==> src/hdl/sfdp_pkg.sv <==
// sfdp_pkg: constants and types for the SFD timing pulse generator
// assumes a single 50 MHz core clock and an AXI4-Lite register port
`default_nettype none
package sfdp_pkg;
  // bus geometry
  localparam int AXI_ADDR_W = 10;
  localparam int AXI_DATA_W = 32;
  localparam logic [1:0] RESP_OKAY = 2'h0;
  localparam logic [1:0] RESP_SLVERR = 2'h2;
  // register indices, byte address is four times the index
  localparam logic [7:0] IDX_PIN_SELECT = 8'h3E;
  localparam logic [7:0] IDX_PHASE_CONFIG = 8'h3F;
  localparam logic [7:0] IDX_STATUS = 8'h3D;
  // reset values
  localparam logic [15:0] PIN_SELECT_RST = 16'h0004;
  localparam logic [15:0] PHASE_CONFIG_RST = 16'h0000;
  // field positions
  localparam int TX_SEL_LSB = 0;
  localparam int RX_SEL_LSB = 2;
  localparam int PHASE_LSB = 0;
  localparam int STAT_SPEED_BIT = 0;
  localparam int STAT_TX_BUSY_BIT = 1;
  localparam int STAT_RX_BUSY_BIT = 2;
  // pin and path counts
  localparam int NUM_PINS = 4;
  localparam int NUM_PATHS = 2;
  // timing
  localparam int CLK_PERIOD_NS = 20;
  localparam int PHASE_STEP_NS = 8;
  localparam int PULSE_WIDTH_NS = 40;
  localparam int PULSE_WIDTH_CYC = (PULSE_WIDTH_NS + CLK_PERIOD_NS - 1) / CLK_PERIOD_NS;
  // per-path pulse sequencer states
  typedef enum logic [1:0] {
    SFDP_IDLE = 2'b00,
    SFDP_WAIT = 2'b01,
    SFDP_PULSE = 2'b10,
    SFDP_DONE = 2'b11
  } sfdp_state_type;
endpackage
`default_nettype wire

==> src/hdl/sfdp_pulse_delay.sv <==
// sfdp_pulse_delay: one path's delimiter strobe to a delayed fixed-width pulse
// assumes strobe and frame level synchronous to aclk, one strobe per frame
`default_nettype none
module sfdp_pulse_delay
  import sfdp_pkg::*;
(
  // clock and reset
  input wire logic aclk,
  input wire logic aresetn,
  // path status
  input wire logic speed_ok,
  input wire logic frame_active,
  input wire logic sfd_strobe,
  input wire logic [3:0] phase_steps,
  // pulse out
  output logic pulse_o,
  output logic busy_o
);
  sfdp_state_type state_r, state_nxt;
  logic [7:0] elapsed_r, elapsed_nxt;
  logic [1:0] wid_r, wid_nxt;
  logic pulse_nxt;
  logic [7:0] ph_ns;
  logic [8:0] elapsed_sum;

  // requested offset in ns, one step per phase unit
  assign ph_ns = 8'(phase_steps * PHASE_STEP_NS);
  assign elapsed_sum = {1'b0, elapsed_r} + 9'(CLK_PERIOD_NS);

  // sequencer next state
  always_comb begin
    state_nxt = state_r;
    elapsed_nxt = elapsed_r;
    wid_nxt = wid_r;
    pulse_nxt = 1'b0;
    case (state_r)
      SFDP_IDLE: begin
        if (speed_ok && frame_active && sfd_strobe) begin // see R1, see R3
          elapsed_nxt = 8'h00;
          if (ph_ns == 8'h00) begin
            state_nxt = SFDP_PULSE;
            pulse_nxt = 1'b1;
            wid_nxt = 2'(PULSE_WIDTH_CYC - 1);
          end else begin
            state_nxt = SFDP_WAIT;
          end
        end
      end
      SFDP_WAIT: begin
        if (!speed_ok) begin
          state_nxt = SFDP_IDLE; // slow mode drops a pending pulse
        end else if (elapsed_sum >= {1'b0, ph_ns}) begin
          state_nxt = SFDP_PULSE;
          pulse_nxt = 1'b1;
          wid_nxt = 2'(PULSE_WIDTH_CYC - 1);
        end else begin
          elapsed_nxt = elapsed_sum[7:0];
        end
      end
      SFDP_PULSE: begin
        if (wid_r != 2'h0) begin
          pulse_nxt = 1'b1;
          wid_nxt = wid_r - 2'h1;
        end else begin
          state_nxt = SFDP_DONE;
        end
      end
      SFDP_DONE: begin
        if (!frame_active || !speed_ok) begin // rearm after frame end or when fast mode drops
          state_nxt = SFDP_IDLE;
        end
      end
      default: state_nxt = SFDP_IDLE;
    endcase
  end

  // sequencer registers
  always_ff @(posedge aclk) begin
    if (!aresetn) begin
      state_r <= SFDP_IDLE;
      elapsed_r <= 8'h00;
      wid_r <= 2'h0;
      pulse_o <= 1'b0;
      busy_o <= 1'b0;
    end else begin
      state_r <= state_nxt;
      elapsed_r <= elapsed_nxt;
      wid_r <= wid_nxt;
      pulse_o <= pulse_nxt;
      busy_o <= (state_nxt != SFDP_IDLE);
    end
  end

  property p_r1;
    @(posedge aclk) disable iff (!aresetn) $rose(pulse_o) |-> $past(speed_ok);
  endproperty
  a_r1: assert property (p_r1) else $error("pulse began outside fast mode");

  property p_r3;
    @(posedge aclk) disable iff (!aresetn)
      (state_r == SFDP_IDLE && speed_ok && frame_active && sfd_strobe && phase_steps == 4'h0)
      |=> $rose(pulse_o);
  endproperty
  a_r3: assert property (p_r3) else $error("zero phase pulse not next cycle"); // see R3

  property p_r5;
    @(posedge aclk) disable iff (!aresetn)
      (state_r == SFDP_WAIT && speed_ok && elapsed_sum >= {1'b0, ph_ns}) |=> $rose(pulse_o);
  endproperty
  a_r5: assert property (p_r5) else $error("phase delay overran");

  property p_r5_early;
    @(posedge aclk) disable iff (!aresetn)
      (state_r == SFDP_WAIT) |-> (elapsed_r < ph_ns) && !pulse_o;
  endproperty
  a_r5_early: assert property (p_r5_early) else $error("pulse before phase delay");

  property p_r7;
    @(posedge aclk) disable iff (!aresetn)
      $rose(pulse_o) |=> pulse_o ##1 !pulse_o;
  endproperty
  a_r7: assert property (p_r7) else $error("pulse width not two cycles");

  property p_r7_once;
    @(posedge aclk) disable iff (!aresetn)
      (state_r == SFDP_DONE && frame_active && speed_ok) |=> !pulse_o [*2];
  endproperty
  a_r7_once: assert property (p_r7_once) else $error("second pulse in one frame");
endmodule
`default_nettype wire

==> src/hdl/sfdp_timestamp_pulse_gen.sv <==
// sfdp_timestamp_pulse_gen: SFD timing pulses for tx and rx, routed to pins
// assumes the datapath supplies strobes at the line-side delimiter instants
//
// The AXI4-Lite slave port was chosen for this implementation.
`default_nettype none
// Functional notes
// pulse on tx and rx delimiter, fast mode only
// pin-select register routes pulse to pins
// tx pulse marks delimiter driven onto line
// rx pulse marks first bit of /J/
// phase register delays pulse 8 ns per step
// both registers read and write by software
// one fixed pulse per frame, idle otherwise
module sfdp_timestamp_pulse_gen
  import sfdp_pkg::*;
(
  // clock and reset
  input wire logic aclk,
  input wire logic aresetn,
  // axi4-lite write address and data
  input wire logic awvalid,
  output logic awready,
  input wire logic [AXI_ADDR_W-1:0] awaddr,
  input wire logic [2:0] awprot,
  input wire logic wvalid,
  output logic wready,
  input wire logic [AXI_DATA_W-1:0] wdata,
  input wire logic [3:0] wstrb,
  // axi4-lite write response
  output logic bvalid,
  input wire logic bready,
  output logic [1:0] bresp,
  // axi4-lite read
  input wire logic arvalid,
  output logic arready,
  input wire logic [AXI_ADDR_W-1:0] araddr,
  input wire logic [2:0] arprot,
  output logic rvalid,
  input wire logic rready,
  output logic [AXI_DATA_W-1:0] rdata,
  output logic [1:0] rresp,
  // datapath events
  input wire logic speed_100,
  input wire logic tx_frame_active,
  input wire logic tx_sfd_on_line,
  input wire logic rx_frame_active,
  input wire logic rx_j_first_bit,
  // pulse pins
  output logic [NUM_PINS-1:0] sfd_pulse_pin
);
  // register index of a byte address
  function automatic logic [7:0] reg_index(input logic [AXI_ADDR_W-1:0] addr);
    reg_index = addr[AXI_ADDR_W-1:2];
  endfunction

  // does a two-bit pin field select pin k
  function automatic logic route_hit(input logic [1:0] sel, input int k);
    route_hit = (sel == 2'(k));
  endfunction

  logic [15:0] pin_sel_r, pin_sel_nxt;
  logic [15:0] phase_cfg_r, phase_cfg_nxt;
  logic aw_have_r, aw_have_nxt, w_have_r, w_have_nxt;
  logic [7:0] wr_idx_r, wr_idx_nxt;
  logic [15:0] wdata_r, wdata_nxt;
  logic [1:0] wstrb_r, wstrb_nxt;
  logic awready_nxt, wready_nxt, bvalid_nxt;
  logic [1:0] bresp_nxt;
  logic arready_nxt, rvalid_nxt;
  logic [AXI_DATA_W-1:0] rdata_nxt;
  logic [1:0] rresp_nxt;
  logic [NUM_PINS-1:0] pin_nxt;
  logic aw_take, w_take, ar_take, wr_do;
  logic [NUM_PATHS-1:0] path_pulse, path_busy, path_frame, path_strobe;
  logic [15:0] status_word;

  assign aw_take = awvalid && awready;
  assign w_take = wvalid && wready;
  assign ar_take = arvalid && arready;
  assign wr_do = aw_have_r && w_have_r && !bvalid;
  assign status_word = {13'h0000, path_busy[1], path_busy[0], speed_100};

  // write channel: address and data in either order, response after both
  always_comb begin
    aw_have_nxt = aw_have_r || aw_take;
    w_have_nxt = w_have_r || w_take;
    wr_idx_nxt = aw_take ? reg_index(awaddr) : wr_idx_r;
    wdata_nxt = w_take ? wdata[15:0] : wdata_r;
    wstrb_nxt = w_take ? wstrb[1:0] : wstrb_r;
    bvalid_nxt = bvalid && !bready;
    bresp_nxt = bresp;
    pin_sel_nxt = pin_sel_r;
    phase_cfg_nxt = phase_cfg_r;
    if (wr_do) begin
      aw_have_nxt = 1'b0;
      w_have_nxt = 1'b0;
      bvalid_nxt = 1'b1;
      bresp_nxt = RESP_OKAY;
      case (wr_idx_r)
        IDX_PIN_SELECT: begin
          pin_sel_nxt[7:0] = wstrb_r[0] ? wdata_r[7:0] : pin_sel_r[7:0];
          pin_sel_nxt[15:8] = wstrb_r[1] ? wdata_r[15:8] : pin_sel_r[15:8];
        end
        IDX_PHASE_CONFIG: begin
          phase_cfg_nxt[7:0] = wstrb_r[0] ? wdata_r[7:0] : phase_cfg_r[7:0];
          phase_cfg_nxt[15:8] = wstrb_r[1] ? wdata_r[15:8] : phase_cfg_r[15:8];
        end
        IDX_STATUS: bresp_nxt = RESP_OKAY; // read-only, write ignored
        default: bresp_nxt = RESP_SLVERR;
      endcase
    end
    awready_nxt = !aw_have_nxt;
    wready_nxt = !w_have_nxt;
  end

  // write channel and register storage
  always_ff @(posedge aclk) begin
    if (!aresetn) begin
      aw_have_r <= 1'b0;
      w_have_r <= 1'b0;
      wr_idx_r <= 8'h00;
      wdata_r <= 16'h0000;
      wstrb_r <= 2'h0;
      awready <= 1'b0;
      wready <= 1'b0;
      bvalid <= 1'b0;
      bresp <= RESP_OKAY;
      pin_sel_r <= PIN_SELECT_RST;
      phase_cfg_r <= PHASE_CONFIG_RST;
    end else begin
      aw_have_r <= aw_have_nxt;
      w_have_r <= w_have_nxt;
      wr_idx_r <= wr_idx_nxt;
      wdata_r <= wdata_nxt;
      wstrb_r <= wstrb_nxt;
      awready <= awready_nxt;
      wready <= wready_nxt;
      bvalid <= bvalid_nxt;
      bresp <= bresp_nxt;
      pin_sel_r <= pin_sel_nxt;
      phase_cfg_r <= phase_cfg_nxt;
    end
  end

  // read channel: answer one cycle after the address is taken
  always_comb begin
    rvalid_nxt = rvalid && !rready;
    rdata_nxt = rdata;
    rresp_nxt = rresp;
    if (ar_take) begin
      rvalid_nxt = 1'b1;
      rresp_nxt = RESP_OKAY;
      case (reg_index(araddr))
        IDX_PIN_SELECT: rdata_nxt = {16'h0000, pin_sel_r};
        IDX_PHASE_CONFIG: rdata_nxt = {16'h0000, phase_cfg_r};
        IDX_STATUS: rdata_nxt = {16'h0000, status_word};
        default: begin
          rdata_nxt = 32'h0000_0000;
          rresp_nxt = RESP_SLVERR;
        end
      endcase
    end
    arready_nxt = !rvalid_nxt && !ar_take;
  end

  // read channel registers
  always_ff @(posedge aclk) begin
    if (!aresetn) begin
      arready <= 1'b0;
      rvalid <= 1'b0;
      rdata <= 32'h0000_0000;
      rresp <= RESP_OKAY;
    end else begin
      arready <= arready_nxt;
      rvalid <= rvalid_nxt;
      rdata <= rdata_nxt;
      rresp <= rresp_nxt;
    end
  end

  // path 0 is transmit, path 1 is receive
  assign path_frame = {rx_frame_active, tx_frame_active};
  assign path_strobe = {rx_j_first_bit, tx_sfd_on_line}; // see R3

  // one delay sequencer per path
  for (genvar g = 0; g < NUM_PATHS; g++) begin : g_path
    sfdp_pulse_delay u_delay (
      .aclk(aclk),
      .aresetn(aresetn),
      .speed_ok(speed_100),
      .frame_active(path_frame[g]),
      .sfd_strobe(path_strobe[g]),
      .phase_steps(phase_cfg_r[PHASE_LSB +: 4]),
      .pulse_o(path_pulse[g]),
      .busy_o(path_busy[g])
    );
  end

  // pin routing, a pin may carry both paths
  for (genvar k = 0; k < NUM_PINS; k++) begin : g_pin
    assign pin_nxt[k] = (path_pulse[0] && route_hit(pin_sel_r[TX_SEL_LSB +: 2], k)) ||
                        (path_pulse[1] && route_hit(pin_sel_r[RX_SEL_LSB +: 2], k));
  end

  // pin registers
  always_ff @(posedge aclk) begin
    if (!aresetn) begin
      sfd_pulse_pin <= '0;
    end else begin
      sfd_pulse_pin <= pin_nxt;
    end
  end

  property p_r2;
    @(posedge aclk) disable iff (!aresetn)
      path_pulse[0] |=> sfd_pulse_pin[$past(pin_sel_r[TX_SEL_LSB +: 2])];
  endproperty
  a_r2: assert property (p_r2) else $error("tx pulse missing on selected pin");

  property p_r6;
    @(posedge aclk) disable iff (!aresetn)
      (ar_take && reg_index(araddr) == IDX_PHASE_CONFIG)
      |=> rvalid && rdata[15:0] == $past(phase_cfg_r) && rresp == RESP_OKAY;
  endproperty
  a_r6: assert property (p_r6) else $error("phase register readback wrong");

  property p_r1_idle;
    @(posedge aclk) disable iff (!aresetn)
      !speed_100 [*4] |-> sfd_pulse_pin == '0;
  endproperty
  a_r1_idle: assert property (p_r1_idle) else $error("pin active in slow mode"); // see R1
endmodule
`default_nettype wire

==> config.mk <==
export PLATFORM = sky130hd
export DESIGN_NAME = sfdp_timestamp_pulse_gen
export DESIGN_NICKNAME = d
export VERILOG_FILES = /design/src/hdl/sfdp_pkg.sv /design/src/hdl/sfdp_pulse_delay.sv /design/src/hdl/sfdp_timestamp_pulse_gen.sv
export SDC_FILE = /design/constraint.sdc
export NUM_CORES = 1
export LEC_CHECK = 0
export ABC_AREA = 1
export BUFFER_PORTS_ARGS = -buffer_cell sky130_fd_sc_hd__buf_4
export CAP_MARGIN = 20
export CORE_MARGIN = 1
export CORE_UTILIZATION = 48
export CTS_CLUSTER_SIZE = 25
export DETAILED_ROUTE_END_ITERATION = 10
export HOLD_SLACK_MARGIN = 0.06
export PLACE_DENSITY_LB_ADDON = 0.2
export SLEW_MARGIN = 25
export SYNTH_ARGS = -nofsm -noshare
export SYNTH_HDL_FRONTEND = slang
export SYNTH_SLANG_ARGS = --single-unit
export TNS_END_PERCENT = 20
==> constraint.sdc <==
create_clock -name aclk -period 2 [get_ports aclk]
set_input_delay 0.2 -clock aclk [delete_from_list [all_inputs] [get_ports aclk]]
set_output_delay 0.2 -clock aclk [all_outputs]
set_load 0.02 [all_outputs]
==> run metrics, run 1 <==
status complete, but fails checks; failing checks setup timing; max_slew headroom 0.587; Syn Inst Count 700; fillcell total roughly 970; Area contributors post-synth dfxtp_1 (44%), nand2_1 (10%), nor2_1 (8.2%); antenna violations before repair 0; Routed WL per cell approximately 12 microns; Initial Util 0.493; aggregate global routing overflow 0; Root Buffer clkbuf_8; final count of pins violating max slew 0; final worst-path cycle share 1.12; worst reg2reg startpoint g_path[1].u_delay.elapsed_r[3]; P_leak roughly 0.0026 uW; # rows 37; Post-Synth XOR/XNOR Area 0.00695; RSZ-0062 raised after global routing yes; Die Width 104 microns; average size of a mapped cell a little over 7 sq um; complex-gate fraction of the synthesized area 0.159; Crit. End Element register; clk buf depth 2; Adder-Cell Fraction of Synth Area 0.0298; Clock Skews about 0.011 ns; number of port buffers between 70 and 80; clock-pin slew on the worst setup and hold paths between 0.1 and 0.15 ns; Clk Latency, worst-skew pair about 0.37 ns; min cycle time layout 2.24 ns; Vias roughly 4500; Initial DRC Count approximately 200; via density per instance approximately 4.9; antenna fix cells 0; most area-hungry cell type in the Yosys netlist dfxtp_1; number of global-route vias before repair between 3000 and 4000; Die Span Y about 100 microns; Worst-Margin Slew 0.617 ns; Critical path origin g_path[1].u_delay.elapsed_r[3]; Pwr Total roughly 4400 uW; commonest non-fill, non-tap cell in the layout nand2_1; combinational family with the most area after synthesis simple AND/OR/NAND/NOR gates; Max Clk Rate around 0.45 GHz; first-pass GRT wire length approximately 18000 microns; Worst R2R Setup Slack -0.24 ns; most frequent cells in the layout nand2_1 (122), nor2_1 (108), dfxtp_1 (107), buf_4 (87); Num CTS Buffers 9; Cell Area, Synth 0.00504 sq mm; layout cells sized above 1 0.212; mux share of post-synthesis cell area 0; Placer Congestion roughly 0.87; Synth top area share 0.441; worst hold margin slightly below 0.08 ns; H-tree lvl count 3; placed cell count 895; Synth Area in Simple Gates 0.258; Final Hold Vio Count 0; die area ~0.011 sq mm; largest net degree at the start of global routing 73; post-synthesis sequential area ratio 0.441; capture point of the worst path g_path[1].u_delay.busy_o; FF-to-FF path depth 16; Pwr per Cell Area roughly 740 mW/mm^2; critical path class register to register; Slowest-stage cell, CP dfxtp_2; DP Worst Slack -0.340 ns; critical path's largest stage delay 0.36 ns; Setup violations, final 12; TritonCTS clock tree built; Layout Area Growth over Synthesis 19.4%; DP Wirelength 7860 microns; final core utilization 0.588; Req. time, crit path 2.32 ns; CP Cell Sequence ha_4 -> or2_4 -> nand2_2 -> xor2_1 -> inv_1 -> ha_4 -> nand2_2 -> o21bai_4 -> nand2_2 -> inv_2 -> nand2_4 -> buf_6 -> nand3_2 -> nand2_1 -> nand2_1 -> nand2_1; Crit Path Max Fanout 3; fin cells around 900; R2R Path End g_path[1].u_delay.busy_o; max_cap viols 0; I/O pins about 120; # DRC 0; Antenna Nets Post-Route 0; count of different cell masters after synthesis 38; post-synthesis register bit count 111; CTS sink count around 110; Total Routing Usage GR 0.204; Worst EP arrival between 2 and 3 ns; fin nets 860; PnR worst setup slack -0.237 ns; 1st-pass router iterations 4; WL final about 11000 microns; peak supply drop roughly 0.0004 V; Worst setup SP type register; YS warnings 0; HP Class input port to register; Core Region 0.0102 sq mm
cell usage after synthesis, drive strengths merged:
| cell | instances |
|---|---|
| ha | 12 |
| nor4 | 2 |
| o211ai | 4 |
| nor2 | 114 |
| clkinv | 3 |
| o21ai | 79 |
| nor3b | 1 |
| buf | 33 |
| a21oi | 62 |
| a211oi | 1 |
| conb | 1 |
| o22ai | 1 |
| nand2 | 139 |
| inv | 70 |
| a21boi | 1 |
| clkbuf | 10 |
| or2 | 4 |
| dfxtp | 111 |
| nand4 | 7 |
| xor2 | 4 |
| o21bai | 1 |
| nand3 | 38 |
| nor3 | 2 |
logic make-up after synthesis:
family,count (synthesis)
AND/OR/NAND/NOR,307
AO/OA/AOI/OAI,149
buffers and inverters,116
flip-flops,111
adder cells (fa/ha/maj),12
XOR/XNOR,4
other,1
worst min-delay path by stage:
stage	startpoint	endpoint	slack (ns)	depth (start not counted)
floorplan	bready	bvalid	0.36	3
global placement	phase_cfg_r[4]	phase_cfg_r[4]	0.44	2
detailed placement	phase_cfg_r[5]	phase_cfg_r[5]	0.44	2
CTS	wdata[9]	wdata_r[9]	0.07	3
global route	wdata[9]	wdata_r[9]	0.08	3
finish	awaddr[5]	wr_idx_r[3]	0.08	3
state kept, by name, indices dropped and copies added (netlist names), 2 cells and up:
name	cells
g_path.u_delay.pulse_o	2
wdata_r	16
rdata	16
g_path.u_delay.busy_o	2
g_path.u_delay.wid_r	4
wr_idx_r	8
phase_cfg_r	16
g_path.u_delay.elapsed_r	12
wstrb_r	2
sfd_pulse_pin	4
g_path.u_delay.state_r	4
pin_sel_r	16
area by class of cell:
| cell class | count | area (sq um) | area share |
|---|---|---|---|
| clock inverter | 6 | 58.8 | 0.00977 |
| inverter | 73 | 275 | 0.0457 |
| multi-input combinational | 491 | 2490 | 0.413 |
| clock buffer | 10 | 138 | 0.0229 |
| sequential | 111 | 2230 | 0.370 |
| tap | 136 | 170 | 0.0283 |
| timing repair buffer | 88 | 664 | 0.110 |
metrics by stage:
step	TNS (ns)	cell area [sq um]
floorplan	-0.571	5110
detailed placement	-2.97	5660
CTS	-1.15	5910
global route	-3.76	6020
finish	-1.95	6020
global placement	-1.93	5660
repair_timing:
| action | CTS | global route |
|---|---|---|
| hold buffers | 0 | 0 |
| buffers inserted | 2 | 1 |
| endpoints found under the setup margin | 12 | 24 |
| gates resized for setup | 10 | 24 |
| cloned | 0 | 1 |
| pin swaps | 7 | 12 |
power by group:
part	total (uW)	switching, uW	internal [uW]
Sequential	2370	67.4	2300
Combinational	749	439	311
Clock	1330	808	521
metal layers:
metal,up-vias,track usage,part of all wire
met3,19,0.0363,0.052
li1,2360,-,-
met2,125,0.326,0.44
met5,-,0,0
met1,1976,0.276,0.49
met4,0,0.0684,0.019
worst max-delay path, delay by kind of cell (launching register included):
family,cells,cell delay [ns]
AOI/OAI and AO/OA,1,0.17
xor gates and xnor gates,1,0.15
DFF,1,0.36
adders and majority gates,2,0.45
and+or+nand+nor,9,0.83
buffers and inverters,3,0.25
No activity file was read; power rests on OpenSTA's default activity.
==> inputs of run 2 (changes only) <==
--- a/config.mk
+++ b/config.mk
@@ -9,7 +9,7 @@
 export BUFFER_PORTS_ARGS = -buffer_cell sky130_fd_sc_hd__buf_4
 export CAP_MARGIN = 20
 export CORE_MARGIN = 1
-export CORE_UTILIZATION = 48
+export CORE_UTILIZATION = 54
 export CTS_CLUSTER_SIZE = 25
 export DETAILED_ROUTE_END_ITERATION = 10
 export HOLD_SLACK_MARGIN = 0.06
==> constraint.sdc (replaced) <==
create_clock -name aclk -period 2.1 [get_ports aclk]
set_input_delay 0.21 -clock aclk [delete_from_list [all_inputs] [get_ports aclk]]
set_output_delay 0.21 -clock aclk [all_outputs]
set_load 0.02 [all_outputs]
==> run 2 against run 1 <==
Compared with the run above: the run still ends with setup timing left; global-route usage grew 2.7 points; hold slack improved by 0.0020 ns; die area shrank 11%; total power is 7.8% lower; sequential power is 5% lower.
==> run metrics, run 2 (synthesis gave the netlist of run 1 again) <==
R2R Path End g_path[1].u_delay.wid_r[1]; min cycle time layout 2.21 ns; HP Class input port to register; hold path start awaddr[6]; Clock Skews around 0.01 ns; Max Clk Rate 0.453 GHz; Post-DP Area ~0.0056 sq mm; Worst EP arrival 2.46 ns; combinational power share 0.163; I/O pins ~120; Clk pwr share 0.287; final count of pins violating max slew 0; die area between 0.009 and 0.01 sq mm; layout cells sized above 1 0.197; PnR worst setup slack -0.106 ns; largest net degree at the start of global routing 73; Placer Congestion between 0.8 and 0.9; critical path class register to register; Worst setup SP type register; # DRC 0; aggregate global routing overflow 0; Reg power frac 0.551; # rows 34; Most Used Layer, Global Route met2; H-tree lvl count 3; Worst R2R Setup Slack -0.11 ns; Core Region between 0.008 and 0.009 sq mm; commonest non-fill, non-tap cell in the layout nand2_1; fin nets approximately 860; Layout Area Growth over Synthesis 17.4%; FF-to-FF path depth 15; fillcell total roughly 800; worst hold margin 0.0807 ns; Worst-Margin Slew 0.935 ns; max_slew headroom 0.374; antenna fix cells 0; clk buf depth 2; Hold Path End wr_idx_r[4]; most frequent cells in the layout nand2_1 (127), nor2_1 (110), dfxtp_1 (107), buf_4 (83); Antenna Nets Post-Route 0; Routed WL per cell about 12 microns; Total Routing Usage GR 0.230; GR met3 Demand/Resource 0.0348; DP Wirelength 7700 microns; max_cap viols 0; P_leak 0.00253 uW; Setup violations, final 10; Net Switching 1200 uW; Crit. End Element register; Initial Util 0.567; final worst-path cycle share 1.05; Design Area, Final between 0.005 and 0.006 sq mm; 1st-pass router iterations 4; status complete, but fails checks; worst reg2reg startpoint g_path[1].u_delay.elapsed_r[2]; Int Pwr 2900 uW; Initial DRC Count roughly 280; Die Span Y 98.6 microns; peak supply drop 0.000440 V; TNS Setup -0.815 ns; hold depth 3; RSZ-0062 raised after global routing yes; Num CTS Buffers 9; Pwr Total roughly 4000 uW; DP Worst Slack -0.254 ns; Final Hold Vio Count 0; GR Util met1 0.324; WL final between 10000 and 15000 microns; CTS sink count ~110; number of port buffers 72; via density per instance roughly 5.1; TritonCTS clock tree built; first-pass GRT wire length 18100 microns; number of global-route vias before repair a little under 4000; Req. time, crit path approximately 2.4 ns; Die Width around 99 microns; Crit Path Max Fanout 4; Vias 4494; sw frac 0.293; Root Buffer clkbuf_8; failing checks setup timing; M2 GR Usage 0.361; antenna violations before repair 0; clock-pin slew on the worst setup and hold paths 0.11 ns; Pwr per Cell Area 693 mW/mm^2; Clk Latency, worst-skew pair roughly 0.37 ns
-- run 2: worst max-delay path: stages, from the launching register on --
cell and delay (ns):
dfxtp_2 0.35, ha_4 0.16, or2_1 0.22, nand2_1 0.08, xor2_1 0.15, inv_1 0.11
ha_4 0.23, nand2_2 0.05, o21bai_1 0.10, nand2_1 0.10, nor2_1 0.14, nand2_1 0.13
nand2_2 0.12, nand2_1 0.05, nand2_1 0.05, nor2_1 0.03
-- run 2: area by class of cell --
| cell class | instances | area [sq um] | share of cell area |
|---|---|---|---|
| timing repair buffer | 84 | 633 | 0.107 |
| clock buffer | 9 | 124 | 0.0209 |
| clock inverter | 7 | 53.8 | 0.00909 |
| tap | 108 | 135 | 0.0228 |
| multi-input combinational | 491 | 2470 | 0.417 |
| inverter | 73 | 275 | 0.0465 |
| sequential | 111 | 2230 | 0.376 |
-- run 2: how the worst max path moves through the flow --
| stage | end | from | slack, ns |
|---|---|---|---|
| after floorplan | g_path[1].u_delay.elapsed_r[5] | g_path[1].u_delay.elapsed_r[2] | 0.003 |
| after global placement | g_path[1].u_delay.elapsed_r[6] | g_path[1].u_delay.elapsed_r[2] | -0.13 |
| after detailed placement | g_path[1].u_delay.elapsed_r[6] | g_path[1].u_delay.elapsed_r[2] | -0.25 |
| after CTS | g_path[1].u_delay.elapsed_r[5] | g_path[1].u_delay.elapsed_r[2] | -0.05 |
| after global routing | g_path[1].u_delay.wid_r[1] | g_path[1].u_delay.elapsed_r[3] | -0.34 |
| final | g_path[1].u_delay.wid_r[1] | g_path[1].u_delay.elapsed_r[2] | -0.11 |
-- run 2: stage by stage --
step	utilization	instances
6_report	0.666	883
5_1_grt	0.666	883
4_1_cts	0.661	882
3_5_place_dp	0.630	863
3_3_place_gp	0.630	863
2_1_floorplan	-	717
-- run 2: power groups by stage --
stage | clock, uW | sequential, uW | combinational (uW)
detailed placement | 0 | 2300 | 600
finish | 1180 | 2260 | 667
CTS | 1210 | 2260 | 638
global route | 1310 | 2270 | 754
floorplan | 0 | 2300 | 438
global placement | 0 | 2300 | 577
-- run 2: what timing repair did --
action | in CTS | in global routing
gates resized for setup | 17 | 11
endpoints found under the hold margin | 1 | 0
hold buffers | 1 | 0
buffers inserted | 1 | 1
endpoints found under the setup margin | 11 | 24
pin swaps | 4 | 8
gates cloned | 1 | 0
-- run 2: metal layers --
metal  wire [microns]  vias up
met5                0        -
met4              119        0
met3              478        8
met2             4930      125
met1             5250     2010
li1                 -     2351
==> inputs of run 3 (changes only) <==
--- a/config.mk
+++ b/config.mk
@@ -5,11 +5,10 @@
 export SDC_FILE = /design/constraint.sdc
 export NUM_CORES = 1
 export LEC_CHECK = 0
-export ABC_AREA = 1
 export BUFFER_PORTS_ARGS = -buffer_cell sky130_fd_sc_hd__buf_4
 export CAP_MARGIN = 20
 export CORE_MARGIN = 1
-export CORE_UTILIZATION = 54
+export CORE_UTILIZATION = 53
 export CTS_CLUSTER_SIZE = 25
 export DETAILED_ROUTE_END_ITERATION = 10
 export HOLD_SLACK_MARGIN = 0.06
==> run 3 against run 2 <==
Compared with the run above: the run ends with DRC, setup timing left; die area is 1.6% lower; clock power hardly changed; fmax is 4.5% lower; sequential share of layout area is 0.75 points lower; total power is 8.0% lower; global-route usage is 1.4 points higher; worst setup slack worse by 0.11 ns; combinational power is 46% lower; first-iteration DRC count is 27% lower; synthesized area is 3.5% lower; clock skew is 0.0015 ns higher.
==> run metrics, run 3 <==
max_cap viols 0; Synth top area share 0.457; peak supply drop ~0.00034 V; Net Switching around 1000 uW; Layout Area Growth over Synthesis 24.6%; aggregate global routing overflow 0; Die Span Y 97.8 microns; FFs w/ async S/R, synth 0; Area contributors post-synth dfxtp_1 (46%), mux2i_1 (7.4%), nand2_1 (7.3%); Core Region 0.00881 sq mm; Critical path origin g_path[1].u_delay.elapsed_r[3]; combinational power share 0.096; layout cells sized above 1 0.246; YS warnings 0; area taken by multi-input logic gates 0.00263 sq mm; Design Area, Final 0.00606 sq mm; fillcell total just under 700; most frequent cell after synthesis dfxtp_1; Int Pwr ~2800 uW; failing checks DRC, setup timing; clock-pin slew on the worst setup and hold paths roughly 0.11 ns; die area 0.00957 sq mm; TritonCTS clock tree built; Final Hold Vio Count 0; final count of pins violating max slew 0; min cycle time layout ~2.3 ns; cell family with most CP delay simple AND/OR/NAND/NOR gates; Hold Path End wdata_r[12]; Worst-Margin Slew 0.896 ns; I/O pins roughly 120; commonest non-fill, non-tap cell in the layout dfxtp_1; status complete, but fails checks; Cell Area, Synth 0.00486 sq mm; DP Wirelength a little over 8000 microns; Antenna Nets Post-Route 0; Setup violations, final 20; max_slew headroom 0.402; worst reg2reg startpoint g_path[1].u_delay.elapsed_r[3]; sw frac 0.270; top post-synthesis cells by count dfxtp_1 (111), nand2_1 (94), nor2_1 (56); Req. time, crit path about 2.4 ns; Num CTS Buffers 9; # rows 34; Clk pwr share 0.319; HP Class input port to register; average size of a mapped cell 8.53 sq um; number of global-route vias before repair between 4000 and 5000; CP Cell Sequence ha_4 -> xnor2_2 -> ha_1 -> and3_4 -> o311a_4 -> nor4_4 -> buf_4 -> nand2b_4 -> mux2i_1; number of port buffers 72; Worst R2R Setup Slack -0.21 ns; # DRC 16; Die Width about 98 microns; WL final 11500 microns; EDFF count, synth 0; Slowest-stage cell, CP dfxtp_4; Crit Path Max Fanout 4; fin nets about 750; Total Routing Usage GR 0.245; Placer Congestion 0.854; Initial DRC Count a little over 200; final worst-path cycle share 1.10; final core utilization 0.688; R2R Path End g_path[1].u_delay.elapsed_r[2]; via density per instance between 5 and 6; Syn Inst Count 570; RSZ-0062 raised after global routing yes; Routed WL per cell approximately 15 microns; placed cell count approximately 760; Pwr Total 3770 uW; Clk Latency, worst-skew pair around 0.37 ns; Worst setup SP type register; Reg power frac 0.585; hold path start wdata[12]; most frequent cells in the layout dfxtp_1 (107), buf_4 (105), nand2_1 (93), nor2_1 (56), a21oi_1 (47); PnR worst setup slack -0.211 ns; DP Worst Slack -0.216 ns; Vias 4261; H-tree lvl count 3; count of different cell masters after synthesis between 50 and 60; 1st-pass router iterations 8; top_reg_cell synth dfxtp_1; critical path's largest stage delay 0.37 ns; Post-DP Area 0.00570 sq mm; Clock Skews 0.0115 ns; CTS sink count 111; Worst EP arrival between 2 and 3 ns; post-synthesis register bit count around 110; first-pass GRT wire length 18900 microns; fin cells between 700 and 800; Initial Util 0.552; clk buf depth 2; antenna violations before repair 0; antenna fix cells 0; critical path class register to register; hold depth 3; FF-to-FF path depth 9; most area-hungry cell type in the Yosys netlist dfxtp_1; Crit. End Element register; Root Buffer clkbuf_8; critical path buffer and inverter count 1; post-synthesis sequential area ratio 0.457; P_leak between 0.002 and 0.003 uW; Reg area between 0.002 and 0.0025 sq mm; Max Clk Rate 0.433 GHz; largest net degree at the start of global routing between 80 and 90; Pwr per Cell Area roughly 620 mW/mm^2
-- run 3: worst max path at each step --
stage,cells after the start,end
after floorplan,8,g_path[1].u_delay.state_r[1]
after global placement,9,g_path[1].u_delay.elapsed_r[3]
after detailed placement,9,g_path[1].u_delay.elapsed_r[5]
after CTS,9,g_path[0].u_delay.elapsed_r[2]
after global routing,9,g_path[1].u_delay.elapsed_r[2]
final,9,g_path[1].u_delay.elapsed_r[2]
-- run 3: metal layers --
layer / wire length, microns / track usage
met5: 0 / 0
met4: 191 / 0.0769
met3: 613 / 0.0394
met2: 5360 / 0.393
met1: 5330 / 0.338
-- run 3: what timing repair did --
| action | in CTS | in global routing |
|---|---|---|
| endpoints found under the hold margin | 0 | 1 |
| resized for setup | 16 | 18 |
| endpoints found under the setup margin | 21 | 20 |
| hold buffers | 0 | 1 |
| setup buffers | 1 | 1 |
| pin swaps | 10 | 11 |
-- run 3: tightest hold or removal path: cells and delay by family --
kind	cells	cell delay, ns
AO/OA/AOI/OAI	1	0.05
buffers and inverters	1	0.11
AND/OR/NAND/NOR	1	0.04
-- run 3: power by group through the flow --
stage / combinational, uW / sequential (uW) / clock, uW
3_5_place_dp: 351 / 2260 / 0
2_1_floorplan: 242 / 2250 / 0
4_1_cts: 356 / 2210 / 1210
3_3_place_gp: 343 / 2250 / 0
5_1_grt: 400 / 2220 / 1310
6_report: 363 / 2210 / 1200
-- run 3: cell type report --
cell class / count / area share
multi-input cells: 416 / 0.433
flip-flops and latches: 111 / 0.369
repair buffers: 107 / 0.135
well taps: 108 / 0.0223
clock buffers: 10 / 0.0211
inverters: 18 / 0.0112
clock inverters: 6 / 0.00847
-- run 3: kinds of logic after synthesis --
logic type / synth area share
AO/OA/AOI/OAI: 0.166
XOR/XNOR: 0.0108
adder cells (fa/ha/maj): 0.0309
buffers and inverters: 0.0602
flip-flops: 0.457
multiplexers: 0.0741
other: 0.000771
AND/OR/NAND/NOR: 0.200
-- run 3: metrics by stage --
| stage | TNS [ns] | hold slack [ns] |
|---|---|---|
| after floorplan | -0.405 | 0.326 |
| after global placement | -1.14 | 0.428 |
| after detailed placement | -2.37 | 0.435 |
| after CTS | -1.11 | 0.0600 |
| after global routing | -3.63 | 0.0672 |
| final | -1.95 | 0.0667 |
